### src/inc/hss_pkg.sv
// Shared constants and types for the CRT/TV horizontal sync start block.
// Assumes a single pixel clock and an 8-bit register port.
package hss_pkg;

    // Widths
    localparam int unsigned HSS_ADDR_W  = 8;
    localparam int unsigned HSS_DATA_W  = 8;
    localparam int unsigned HSS_POS_W   = 6;
    localparam int unsigned HSS_DISP_W  = 7;
    localparam int unsigned HSS_ND_W    = 6;
    localparam int unsigned HSS_SYNC_W  = 4;
    localparam int unsigned HSS_OFS_W   = 10;
    localparam int unsigned HSS_CNT_W   = 11;
    localparam int unsigned HSS_UNIT_SH = 3;

    // Register offsets
    localparam logic [7:0] HSS_DISP_WIDTH_OFS  = 8'h00;
    localparam logic [7:0] HSS_NONDISP_OFS     = 8'h01;
    localparam logic [7:0] HSS_SYNC_START_OFS  = 8'h02;
    localparam logic [7:0] HSS_SYNC_WIDTH_OFS  = 8'h03;
    localparam logic [7:0] HSS_MODE_OFS        = 8'h04;
    localparam logic [7:0] HSS_STATUS_OFS      = 8'h05;

    // Mode register field positions
    localparam int unsigned HSS_MODE_EN_BIT    = 0;
    localparam int unsigned HSS_MODE_TYPE_LSB  = 1;
    localparam int unsigned HSS_MODE_BPP16_BIT = 3;

    // Values after reset
    localparam logic [6:0] HSS_DISP_WIDTH_RST = 7'h4f;
    localparam logic [5:0] HSS_NONDISP_RST    = 6'h13;
    localparam logic [5:0] HSS_SYNC_START_RST = 6'h02;
    localparam logic [3:0] HSS_SYNC_WIDTH_RST = 4'h3;
    localparam logic [7:0] HSS_MODE_RST       = 8'h00;

    // Pixel arithmetic
    localparam logic [9:0]  HSS_UNIT_PX    = 10'h008;
    localparam logic [9:0]  HSS_CRT8_ADD   = 10'h004;
    localparam logic [9:0]  HSS_CRT16_ADD  = 10'h005;
    localparam logic [9:0]  HSS_TV8_SUB    = 10'h007;
    localparam logic [9:0]  HSS_TV16_SUB   = 10'h005;
    localparam logic [10:0] HSS_NTSC_ND_ADD = 11'h006;
    localparam logic [10:0] HSS_PAL_ND_ADD  = 11'h007;

    typedef enum logic [1:0] {
        HSS_OUT_CRT,
        HSS_OUT_NTSC,
        HSS_OUT_PAL
    } hss_out_e;

    typedef struct packed {
        logic [HSS_ADDR_W-1:0] addr;
        logic [HSS_DATA_W-1:0] wdata;
        logic                  wr;
        logic                  rd;
    } hss_bus_s;

    typedef struct packed {
        logic [HSS_DISP_W-1:0] disp_w;
        logic [HSS_ND_W-1:0]   nd_w;
        logic [HSS_POS_W-1:0]  start_pos;
        logic [HSS_SYNC_W-1:0] sync_w;
        hss_out_e              out_type;
        logic                  bpp16;
        logic                  enable;
    } hss_cfg_s;

endpackage

### src/hss_line_timer.sv
// Horizontal line timer: display phase, then non-display phase.
// Assumes the pixel clock and a synchronised active-low reset.
`timescale 1ns/10ps
module hss_line_timer (
    input  wire logic                          clk,
    input  wire logic                          rst_n,
    input  wire logic [hss_pkg::HSS_DISP_W-1:0] disp_w,
    input  wire logic [hss_pkg::HSS_ND_W-1:0]   nd_w,
    input  wire hss_pkg::hss_out_e              out_type,
    output logic                               in_nd,
    output logic [hss_pkg::HSS_CNT_W-1:0]       cnt
);
    typedef enum logic {HSS_PH_DISP, HSS_PH_ND} hss_phase_e;

    hss_phase_e                    phase_q;
    logic [hss_pkg::HSS_CNT_W-1:0] cnt_q;
    logic [hss_pkg::HSS_CNT_W-1:0] disp_len;
    logic [hss_pkg::HSS_CNT_W-1:0] nd_len;
    logic [hss_pkg::HSS_CNT_W-1:0] nd_base;
    logic [hss_pkg::HSS_CNT_W-1:0] cur_len;

    // Phase lengths in pixels
    assign disp_len = {1'b0, disp_w, 3'h0} + 11'h008;
    assign nd_base  = {2'h0, nd_w, 3'h0};
    always_comb begin
        case (out_type)
            hss_pkg::HSS_OUT_NTSC: nd_len = nd_base + hss_pkg::HSS_NTSC_ND_ADD;
            hss_pkg::HSS_OUT_PAL:  nd_len = nd_base + hss_pkg::HSS_PAL_ND_ADD;
            default:               nd_len = nd_base + 11'h008;
        endcase
    end
    assign cur_len = (phase_q == HSS_PH_ND) ? nd_len : disp_len;

    // Count pixels; >= keeps a shrunk length from running the counter away
    always_ff @(posedge clk or negedge rst_n) begin
        if (!rst_n) begin
            phase_q <= HSS_PH_DISP;
            cnt_q   <= '0;
        end else if (cnt_q >= cur_len - 11'h001) begin
            phase_q <= (phase_q == HSS_PH_ND) ? HSS_PH_DISP : HSS_PH_ND;
            cnt_q   <= '0;
        end else begin
            cnt_q   <= cnt_q + 11'h001;
        end
    end

    assign in_nd = (phase_q == HSS_PH_ND);
    assign cnt   = cnt_q;
endmodule

### src/hss_start_calc.sv
// Converts the programmed sync start field into a pixel offset.
// Purely combinational; the caller registers whatever it needs.
`timescale 1ns/10ps
module hss_start_calc (
    input  wire logic [hss_pkg::HSS_POS_W-1:0] start_pos,
    input  wire hss_pkg::hss_out_e             out_type,
    input  wire logic                          bpp16,
    output logic [hss_pkg::HSS_OFS_W-1:0]      start_px
);
    localparam int unsigned PAD = hss_pkg::HSS_OFS_W - hss_pkg::HSS_POS_W
                                  - hss_pkg::HSS_UNIT_SH;

    logic [hss_pkg::HSS_OFS_W-1:0] base_px;
    logic [hss_pkg::HSS_OFS_W-1:0] next_px;

    // Field in 8-pixel units, and one unit further for the TV forms
    assign base_px = {{PAD{1'b0}}, start_pos, {hss_pkg::HSS_UNIT_SH{1'b0}}};
    assign next_px = base_px + hss_pkg::HSS_UNIT_PX;

    // Offset per output type and colour depth
    always_comb begin
        case (out_type)
            hss_pkg::HSS_OUT_NTSC: begin
                start_px = bpp16 ? next_px - hss_pkg::HSS_TV16_SUB
                                 : next_px - hss_pkg::HSS_TV8_SUB;
            end
            // No 16 bpp figure exists for PAL; the 4/8 bpp form is reused
            hss_pkg::HSS_OUT_PAL: begin
                start_px = next_px - hss_pkg::HSS_TV8_SUB;
            end
            hss_pkg::HSS_OUT_CRT: begin
                start_px = bpp16 ? base_px + hss_pkg::HSS_CRT16_ADD
                                 : base_px + hss_pkg::HSS_CRT8_ADD;
            end
            default: begin
                start_px = base_px + hss_pkg::HSS_CRT8_ADD;
            end
        endcase
    end
endmodule

### src/hss_sync_top.sv
// CRT/TV horizontal sync start: register port, line timer and sync pulse.
// Assumes core_clk is the CRT/TV pixel clock and that the register master
// follows one-cycle strobes with read data the cycle after.
`timescale 1ns/10ps
module hss_sync_top (
    input  wire logic                          core_clk,
    input  wire logic                          rst_n,
    input  wire logic [hss_pkg::HSS_ADDR_W-1:0] reg_addr,
    input  wire logic [hss_pkg::HSS_DATA_W-1:0] reg_wdata,
    input  wire logic                          reg_wr,
    input  wire logic                          reg_rd,
    output logic [hss_pkg::HSS_DATA_W-1:0]      reg_rdata,
    output logic                               horizontal_sync_pulse,
    output logic                               line_blank
);
    logic                          rst_meta_q;
    logic                          rst_sync_q;
    hss_pkg::hss_bus_s             bus;
    hss_pkg::hss_cfg_s             cfg;
    logic [hss_pkg::HSS_DISP_W-1:0] disp_w_q;
    logic [hss_pkg::HSS_ND_W-1:0]  nd_w_q;
    logic [hss_pkg::HSS_POS_W-1:0] start_pos_q;
    logic [hss_pkg::HSS_SYNC_W-1:0] sync_w_q;
    logic [hss_pkg::HSS_DATA_W-1:0] mode_q;
    logic [hss_pkg::HSS_DATA_W-1:0] rdata_q;
    logic [hss_pkg::HSS_DATA_W-1:0] rdata_d;
    logic [hss_pkg::HSS_OFS_W-1:0] start_px;
    logic                          in_nd;
    logic [hss_pkg::HSS_CNT_W-1:0] nd_cnt;
    logic                          start_hit;
    logic                          sync_q;
    logic                          blank_q;
    logic [6:0]                    wcnt_q;
    logic [6:0]                    wlen;
    logic                          sync_end;

    // Reset release through two flops; assertion is still immediate
    always_ff @(posedge core_clk or negedge rst_n) begin
        if (!rst_n) begin
            rst_meta_q <= 1'b0;
            rst_sync_q <= 1'b0;
        end else begin
            rst_meta_q <= 1'b1;
            rst_sync_q <= rst_meta_q;
        end
    end

    // Bundle the register port
    assign bus.addr  = reg_addr;
    assign bus.wdata = reg_wdata;
    assign bus.wr    = reg_wr;
    assign bus.rd    = reg_rd;

    // Display width register
    always_ff @(posedge core_clk or negedge rst_sync_q) begin
        if (!rst_sync_q) begin
            disp_w_q <= hss_pkg::HSS_DISP_WIDTH_RST;
        end else if (bus.wr && bus.addr == hss_pkg::HSS_DISP_WIDTH_OFS) begin
            disp_w_q <= bus.wdata[hss_pkg::HSS_DISP_W-1:0];
        end
    end

    // Non-display period register
    always_ff @(posedge core_clk or negedge rst_sync_q) begin
        if (!rst_sync_q) begin
            nd_w_q <= hss_pkg::HSS_NONDISP_RST;
        end else if (bus.wr && bus.addr == hss_pkg::HSS_NONDISP_OFS) begin
            nd_w_q <= bus.wdata[hss_pkg::HSS_ND_W-1:0];
        end
    end

    // Sync start position, six bits in 8-pixel units
    always_ff @(posedge core_clk or negedge rst_sync_q) begin
        if (!rst_sync_q) begin
            start_pos_q <= hss_pkg::HSS_SYNC_START_RST;
        end else if (bus.wr && bus.addr == hss_pkg::HSS_SYNC_START_OFS) begin
            start_pos_q <= bus.wdata[hss_pkg::HSS_POS_W-1:0];
        end
    end

    // Sync width register
    always_ff @(posedge core_clk or negedge rst_sync_q) begin
        if (!rst_sync_q) begin
            sync_w_q <= hss_pkg::HSS_SYNC_WIDTH_RST;
        end else if (bus.wr && bus.addr == hss_pkg::HSS_SYNC_WIDTH_OFS) begin
            sync_w_q <= bus.wdata[hss_pkg::HSS_SYNC_W-1:0];
        end
    end

    // Mode register: enable, output type, colour depth
    always_ff @(posedge core_clk or negedge rst_sync_q) begin
        if (!rst_sync_q) begin
            mode_q <= hss_pkg::HSS_MODE_RST;
        end else if (bus.wr && bus.addr == hss_pkg::HSS_MODE_OFS) begin
            mode_q <= {4'h0, bus.wdata[3:0]};
        end
    end

    // Decoded configuration; type code 3 falls back to CRT
    assign cfg.disp_w    = disp_w_q;
    assign cfg.nd_w      = nd_w_q;
    assign cfg.start_pos = start_pos_q;
    assign cfg.sync_w    = sync_w_q;
    assign cfg.enable    = mode_q[hss_pkg::HSS_MODE_EN_BIT];
    assign cfg.bpp16     = mode_q[hss_pkg::HSS_MODE_BPP16_BIT];
    always_comb begin
        case (mode_q[hss_pkg::HSS_MODE_TYPE_LSB +: 2])
            2'h1:    cfg.out_type = hss_pkg::HSS_OUT_NTSC;
            2'h2:    cfg.out_type = hss_pkg::HSS_OUT_PAL;
            default: cfg.out_type = hss_pkg::HSS_OUT_CRT;
        endcase
    end

    // Read mux; unmapped addresses read zero
    always_comb begin
        case (bus.addr)
            hss_pkg::HSS_DISP_WIDTH_OFS: rdata_d = {1'b0, disp_w_q};
            hss_pkg::HSS_NONDISP_OFS:    rdata_d = {2'h0, nd_w_q};
            hss_pkg::HSS_SYNC_START_OFS: rdata_d = {2'h0, start_pos_q};
            hss_pkg::HSS_SYNC_WIDTH_OFS: rdata_d = {4'h0, sync_w_q};
            hss_pkg::HSS_MODE_OFS:       rdata_d = mode_q;
            hss_pkg::HSS_STATUS_OFS:     rdata_d = {6'h00, in_nd, sync_q};
            default:                     rdata_d = 8'h00;
        endcase
    end

    // Read data stands only in the cycle after the strobe
    always_ff @(posedge core_clk or negedge rst_sync_q) begin
        if (!rst_sync_q) begin
            rdata_q <= 8'h00;
        end else if (bus.rd) begin
            rdata_q <= rdata_d;
        end else begin
            rdata_q <= 8'h00;
        end
    end

    hss_start_calc u_calc (
        .start_pos (cfg.start_pos),
        .out_type  (cfg.out_type),
        .bpp16     (cfg.bpp16),
        .start_px  (start_px)
    );

    hss_line_timer u_timer (
        .clk      (core_clk),
        .rst_n    (rst_sync_q),
        .disp_w   (cfg.disp_w),
        .nd_w     (cfg.nd_w),
        .out_type (cfg.out_type),
        .in_nd    (in_nd),
        .cnt      (nd_cnt)
    );

    // Match of the non-display pixel count against the computed offset
    assign start_hit = cfg.enable && in_nd
                       && nd_cnt == {1'b0, start_px};
    assign wlen      = {cfg.sync_w, 3'h0} + 7'h07;
    // The pulse never spills into the next display phase
    assign sync_end  = (wcnt_q >= wlen) || !in_nd;

    // Sync pulse: leading edge one pixel after the match, width in 8-pixel units
    always_ff @(posedge core_clk or negedge rst_sync_q) begin
        if (!rst_sync_q) begin
            sync_q <= 1'b0;
            wcnt_q <= '0;
        end else if (start_hit) begin
            sync_q <= 1'b1;
            wcnt_q <= '0;
        end else if (sync_q && sync_end) begin
            sync_q <= 1'b0;
            wcnt_q <= '0;
        end else if (sync_q) begin
            wcnt_q <= wcnt_q + 7'h01;
        end
    end

    // Blanking follows the non-display phase, delayed to line up with sync
    always_ff @(posedge core_clk or negedge rst_sync_q) begin
        if (!rst_sync_q) begin
            blank_q <= 1'b0;
        end else begin
            blank_q <= in_nd;
        end
    end

    assign reg_rdata             = rdata_q;
    assign horizontal_sync_pulse = sync_q;
    assign line_blank            = blank_q;
endmodule

### config.mk
export PLATFORM = sky130hd
export DESIGN_NAME = hss_sync_top
export DESIGN_NICKNAME = d
export VERILOG_FILES = /design/src/inc/hss_pkg.sv /design/src/hss_line_timer.sv /design/src/hss_start_calc.sv /design/src/hss_sync_top.sv
export SDC_FILE = /design/constraint.sdc
export NUM_CORES = 1
export LEC_CHECK = 0
export ABC_AREA = 1
export BUFFER_PORTS_ARGS = -buffer_cell sky130_fd_sc_hd__buf_2
export CAP_MARGIN = 5
export CORE_MARGIN = 4
export CORE_UTILIZATION = 30
export CTS_BUF_LIST = sky130_fd_sc_hd__clkbuf_8
export CTS_CLUSTER_DIAMETER = 80
export DETAILED_ROUTE_END_ITERATION = 8
export SETUP_SLACK_MARGIN = 0.3
export SLEW_MARGIN = 20
export SYNTH_ARGS = -nofsm -noshare
export SYNTH_HDL_FRONTEND = slang
export SYNTH_SLANG_ARGS = --single-unit
### constraint.sdc
create_clock -name core_clk -period 2.3 [get_ports core_clk]
set_input_delay 0 -clock core_clk [delete_from_list [all_inputs] [get_ports core_clk]]
set_output_delay 0 -clock core_clk [all_outputs]
set_load 0.03 [all_outputs]
==> run summary, run 1 <==
Pint: 2.65 mW
f_max: 0.302 GHz
Synth Warn #: 0
Max VDD drop: 0.297 mV
Flop pwr share: 30.7%
global route overflow: 0
Synth cell types: 40
largest net degree at the start of global routing: 28
Iter 0 DRT Violations: 242
sw frac: 39.4%
Routed Antenna Nets: 0
Ant. Diodes: 0
outcome: finished, violations left
core region area: 13200 sq um
endpoints failing hold: 0
type of the worst setup path: reg2reg
hpwl dp: 8900 um
RSZ-0062 raised after global routing: true
total I/O pin count: 30
slew margin rel.: 58.3%
Critical Path RT: 2.55 ns
synth top area cells: dfrtp_1, nand2_1, ha_1, inv_1, dfstp_2
WL/cell: 13.7 um
final wirelength: 11700 um
clock sink count: 57
GR Util All Layers: 15.8%
Worst path slowest cell: dfrtp_1
worst-margin pin slew: 0.625 ns
most common cell in the netlist: nand2_1
IO Port Bufs: 27
crit path cell chain: inv_2 -> ha_4 -> inv_4 -> ha_4 -> nand4_1 -> inv_2 -> nand3_2 -> o21ai_2 -> nand2_1 -> o21ai_2 -> nand2_2 -> nor2_4 -> nand3_2 -> nand2_1 -> nand2_2 -> ha_4 -> nand2_4 -> nor2_2 -> nand4_1 -> o311ai_2 -> buf_4 -> nor2_2 -> o21a_1
main flop type after synthesis: dfrtp_1
power per cell area: 809 nW/um^2
critical-path maximum fanout: 6
CTS tree: built
clk slew on worst S/H paths: 0.08 ns
Crit path max-delay family: simple AND/OR/NAND/NOR gates
Max-Cap Viols: 0
Vias: 4068
final worst slack: -1.01 ns
Yosys top cell area share: 28.5%
Hold WS: 0.000108 ns
Tightest Hold Check Type: in2reg
Final Util: 40.9%
area grow syn2layout: 33.8%
Final setup violation count: 20
Commonest cells post-synth: nand2_1, inv_1, dfrtp_1
vias in the first global route: 3977
combinational fraction of design power: 44.0%
Initial Util: 30.5%
# DRC: 0
die area: 15400 sq um
mean number of vias per cell: 4.76
buffer depth of the longest clock path: 2
CP most frequent cell: ha_4
synthesized instance count: 570
Filler Cells Inserted: 1377
Post-Syn Nets: 618
Worst-Skew Late Latency: 0.36 ns
EDFF count, synth: 0
Finished Cell Area: 5410 sq um
initial antenna violation count: 0
CP bufs+invs: 4
Max stage delay on crit path: 0.43 ns
CTS buffer count: 9
Post-Syn Area: 4050 sq um
H-tree depth: 3
Async SR Flop Fraction: 100%
sequential-to-total area share from yosys stat: 35.6%
placed cell areas: 4820 sq um
setup slack, reg-to-reg: -1.01 ns
Die X: 124 um
violated checks: negative setup slack
CP Data Arrival Time: 3.56 ns
routability-driven placement congestion ratio: 0.854
share of cells above drive strength 1: 28.2%
switching pwr: 1.73 mW
fin crit period: 3.31 ns
crit end category: flip-flop
clock root cell: clkbuf_8
Final #Nets: 721
TritonRoute pass-1 iters: 5
clock power share: 25.3%
pre-CTS WS: -1.04 ns
Die Y: 124 um
final period utilization: 144%
Final Max Slew Viols: 0
Post-Syn Area per Cell: 7.10 sq um
CP Launch Type: flip-flop
wire length of the first global-routing pass: 19000 um
Setup Skew: 0.00919 ns
synthesized flop and latch total: 57
area of the multi-input gates: 2480 sq um
Sequential Area: 1440 sq um
Pleak: 2.66 nW
Cell Rows: 42
cell taking the most area after synthesis: dfrtp_1
==> cell families (layout without fill, tap and decap cells) <==
family / after synthesis / in the layout / share of synthesized area, %
xor+xnor: 15 / 15 / 3.25
buf+inv: 97 / 205 / 9.31
flops: 57 / 57 / 35.6
fa+ha+maj: 28 / 28 / 8.66
compound gates: 83 / 83 / 11.7
simple gates: 288 / 288 / 31.3
other cells: 2 / 2 / 0.186
==> sequential cells by signal, summed over array words and instances (netlist names) <==
name                   cells
u_timer.in_nd              1
sync_w_q                   4
rst_sync_q                 1
reg_rdata                  7
disp_w_q                   7
nd_w_q                     6
start_pos_q                6
u_timer.cnt               11
line_blank                 1
horizontal_sync_pulse      1
wcnt_q                     7
mode_q                     4
rst_meta_q                 1
==> metal layers <==
metal	vias up	GRT usage (%)	share of wire [%]
met4	0	7.39	3.5
met2	104	25.4	47
met5	-	0	0
li1	2051	-	-
met3	29	3.00	3.7
met1	1884	20.6	46
==> cell type report <==
class | instances | share of cell area [%]
well taps | 176 | 4.07
flip-flops and latches | 57 | 26.6
multi-input cells | 416 | 45.9
clock buffers | 9 | 2.29
repair buffers | 100 | 13.0
clock inverters | 7 | 1.90
inverters | 89 | 6.26
==> metrics by stage <==
stage          setup TNS, ns  power (mW)  cells
2_1_floorplan         -10.08        2.45    570
4_1_cts               -11.65        4.21    848
6_report              -13.35        4.38    854
3_3_place_gp          -10.04        2.94    822
5_1_grt               -17.07        4.69    854
3_5_place_dp          -12.15        3.01    822
==> power by group through the flow <==
| stage | clock [mW] | combinational, mW | sequential (mW) |
|---|---|---|---|
| floorplan | 0 | 1.12 | 1.33 |
| CTS | 1.13 | 1.74 | 1.34 |
| finish | 1.11 | 1.92 | 1.34 |
| global placement | 0 | 1.59 | 1.35 |
| global route | 1.18 | 2.15 | 1.37 |
| detailed placement | 0 | 1.65 | 1.35 |
==> worst paths after layout <==
path	startpoint	end	cells after the start
worst max-delay path	mode_q[1]$_DFFE_PN0P_	u_timer.cnt[4]$_DFF_PN0_	23
worst min-delay path	reg_wdata[3]	disp_w_q[3]$_DFFE_PN1P_	3
worst max register to register	mode_q[1]$_DFFE_PN0P_	u_timer.cnt[4]$_DFF_PN0_	23
worst min register to register	rst_sync_q$_DFF_PN0_	wcnt_q[4]$_DFFE_PN0P_	0
max in group asynchronous	rst_sync_q$_DFF_PN0_	disp_w_q[2]$_DFFE_PN1P_	1
min in group asynchronous	rst_sync_q$_DFF_PN0_	wcnt_q[4]$_DFFE_PN0P_	0
==> worst reg2reg max path, delay by kind of cell, from the launching register on <==
family | cells | cell delay [ns]
buffers and inverters | 4 | 0.47
and+or+nand+nor | 12 | 1.01
adders and majority gates | 3 | 0.64
AOI/OAI and AO/OA | 4 | 0.64
DFF | 1 | 0.43
==> repair_timing <==
| item | in CTS | in global routing |
|---|---|---|
| cloned | 1 | 0 |
| setup endpoints to repair | 20 | 20 |
| pin swaps | 4 | 41 |
| setup buffers | 3 | 6 |
| resized for setup | 17 | 47 |
| hold buffers | 6 | 0 |
| endpoints found under the hold margin | 9 | 0 |
==> cell usage in the layout, fill, tap and decap left out, drive strengths merged, types with 11 or more instances in the layout <==
master / count
ha: 28
nor2: 49
buf: 94
inv: 90
nand4: 14
xor2: 12
dfstp: 11
nand3: 41
a21oi: 20
nand2: 159
dfrtp: 46
o21ai: 40
Note: power is estimated with default switching activity, not from simulation.
==> inputs of run 2 (changes only) <==
- GPL_TIMING_DRIVEN: default -> 0
- clock period: 2.3 -> 2.76 ns (I/O delays scaled with it)
==> run 2 against run 1 <==
Hold slack better by 0.018 ns. The flow still finishes with violations (negative setup slack). Critical path type unchanged. Combinational power is 26% lower. Global-route usage is 0.79 points lower. Clock skew is 0.0029 ns higher. Largest cell class unchanged.
==> run summary, run 2 (synthesized netlist as in run 1, its figures left out) <==
outcome: finished, violations left
violated checks: negative setup slack
RSZ-0062 raised after global routing: true
most frequent cells in the layout: nand2_1, inv_1, dfrtp_1, nor2_1, nand3_1
max reg flops: 11 (unchanged)
clk slew on worst S/H paths: 0.08 ns (about the same)
CP bufs+invs: 6 (+2)
endpoints failing hold: 0 (unchanged)
clock root cell: clkbuf_8
final period utilization: 121% (-23 points)
buffer depth of the longest clock path: 2 (unchanged)
Flop pwr share: 31.5% (+0.8 points)
Cell Rows: 42 (unchanged)
core region area: 13200 sq um (unchanged)
most common cell after layout, fill and taps aside: nand2_1
area grow syn2layout: 26.0%
final wirelength: 11000 um (-6.6%)
Final #Nets: 681 (-5.5%)
crit path cell chain: buf_6 -> ha_4 -> inv_4 -> ha_4 -> inv_2 -> nand3_1 -> nand2_1 -> o21ai_2 -> inv_2 -> nor3_4 -> nand2_2 -> inv_2 -> nand2_2 -> nor2_4 -> nand2_2 -> nand2_1 -> nand2_2 -> ha_4 -> nand2_2 -> nor2_2 -> nand4_1 -> o311ai_4 -> clkbuf_8 -> nor3_1
Tightest Hold Check Type: in2reg
Worst-Skew Late Latency: 0.36 ns (about the same)
Max-Cap Viols: 0 (unchanged)
Crit path max-delay family: simple AND/OR/NAND/NOR gates
Iter 0 DRT Violations: 285 (+18%)
GR Util All Layers: 15.0% (-0.79 points)
critical-path maximum fanout: 6 (unchanged)
crit end category: flip-flop
CP Data Arrival Time: 3.56 ns (about the same)
CTS tree: built
H-tree depth: 3 (unchanged)
Final Max Slew Viols: 0 (unchanged)
combinational fraction of design power: 39.5% (-4.5 points)
Worst path slowest cell: dfrtp_1
Initial Util: 30.5% (unchanged)
type of the worst setup path: reg2reg
largest net degree at the start of global routing: 56 (+100%)
Final setup violation count: 12 (-40%)
Pleak: 2.46 nW (-7.6%)
WL/cell: 13.5 um (-2.0%)
CP Launch Type: flip-flop
die area: 15400 sq um (unchanged)
hpwl dp: 8130 um (-8.7%)
mean number of vias per cell: 4.80 (+0.86%)
final worst slack: -0.572 ns (+0.441 ns)
CTS buffer count: 9 (unchanged)
total I/O pin count: 30 (unchanged)
f_max: 0.300 GHz (-0.58%)
Vias: 3911 (-3.9%)
IO Port Bufs: 27 (unchanged)
power per cell area: 703 nW/um^2 (-13%)
Max stage delay on crit path: 0.41 ns (-0.02 ns)
worst-margin pin slew: 0.833 ns (+0.208 ns)
# DRC: 0 (unchanged)
routability-driven placement congestion ratio: 0.846 (-0.97%)
slew margin rel.: 44.1% (-14 points)
clock power share: 29.0% (+3.7 points)
Critical Path RT: 2.98 ns (+0.43 ns)
vias in the first global route: 3594 (-9.6%)
Die Y: 124 um (unchanged)
wire length of the first global-routing pass: 17800 um (-6.2%)
TritonRoute pass-1 iters: 5 (unchanged)
Pint: 2.25 mW (-15%)
switching pwr: 1.33 mW (-23%)
sw frac: 37.2% (-2.2 points)
clock sink count: 57 (unchanged)
CP most frequent cell: nand2_2
Hold WS: 0.0180 ns (+0.0179 ns)
Routed Antenna Nets: 0 (unchanged)
Max VDD drop: 0.347 mV (+17%)
share of cells above drive strength 1: 20.7% (-7.5 points)
Die X: 124 um (unchanged)
Ant. Diodes: 0 (unchanged)
Final Util: 38.5% (-2.4 points)
fin crit period: 3.33 ns (+0.0193 ns)
initial antenna violation count: 0 (unchanged)
Setup Skew: 0.0121 ns (+0.00291 ns)
setup slack, reg-to-reg: -0.57 ns (+0.44 ns)
global route overflow: 0 (unchanged)
run 2: cell types whose count changed in the layout (fill, tap and decap cells not counted), sizes merged:
cell,change
buf,-47
dlygate4sd3,+2
inv,-2
bufinv,+1
clkbuf,+8
clkinv,-2
run 2: per-stage QoR:
step	instance area (sq um)	instances	power, mW	worst slack [ns]	setup TNS (ns)
2_1_floorplan	4070	570	2.04	-0.415	-4.56
3_3_place_gp	4430	773	2.28	-0.934	-10.69
3_5_place_dp	4430	773	2.32	-0.982	-11.29
4_1_cts	4970	810	3.53	-0.629	-7.23
5_1_grt	5090	814	3.86	-0.846	-9.76
6_report	5090	814	3.58	-0.572	-6.58
run 2: power by group through the flow:
stage               sequential [mW]  clock [mW]  combinational (mW)
floorplan                      1.11           0               0.932
global placement               1.14           0                1.14
detailed placement             1.14           0                1.18
CTS                            1.13        1.06                1.33
global route                   1.16        1.11                1.59
finish                         1.13        1.04                1.42
run 2: repair_timing:
action	CTS	global route
pin swaps	22	12
hold buffers	8	0
gates resized for setup	20	27
endpoints found under the setup margin	12	19
setup buffers	12	4
endpoints found under the hold margin	14	0
cloned	1	0
run 2: routing by layer:
metal,vias to the layer above,share of wire (%),global-route usage (%)
met2,106,45,22.2
met4,0,3.1,6.43
li1,1979,-,-
met3,27,5.1,4.00
met5,-,0,0
met1,1799,46,20.7
run 2: tightest hold or removal path, delay by kind of cell:
family	cells	cell delay [ns]
compound gates	1	0.10
buf+inv	2	0.27
run 2: cell type report:
| cell class | instances | area, sq um |
|---|---|---|
| tap | 176 | 220 |
| buffer | 8 | 52.6 |
| clock inverter | 4 | 97.6 |
| fill | 1396 | 8150 |
| multi-input combinational | 416 | 2420 |
| clock buffer | 12 | 165 |
| sequential | 57 | 1450 |
| inverter | 89 | 337 |
| timing repair buffer | 52 | 353 |
run 2: worst paths after layout:
kind                       depth (start not counted)                       end                   from
setup / recovery                                  24  u_timer.cnt[6]$_DFF_PN0_  mode_q[2]$_DFFE_PN0P_
hold / removal                                     3   disp_w_q[0]$_DFFE_PN1P_           reg_wdata[0]
setup reg to reg                                  24  u_timer.cnt[6]$_DFF_PN0_  mode_q[2]$_DFFE_PN0P_
hold reg to reg                                    0      rst_sync_q$_DFF_PN0_   rst_meta_q$_DFF_PN0_
max in group asynchronous                          0     mode_q[1]$_DFFE_PN0P_   rst_sync_q$_DFF_PN0_
min in group asynchronous                          0     wcnt_q[4]$_DFFE_PN0P_   rst_sync_q$_DFF_PN0_
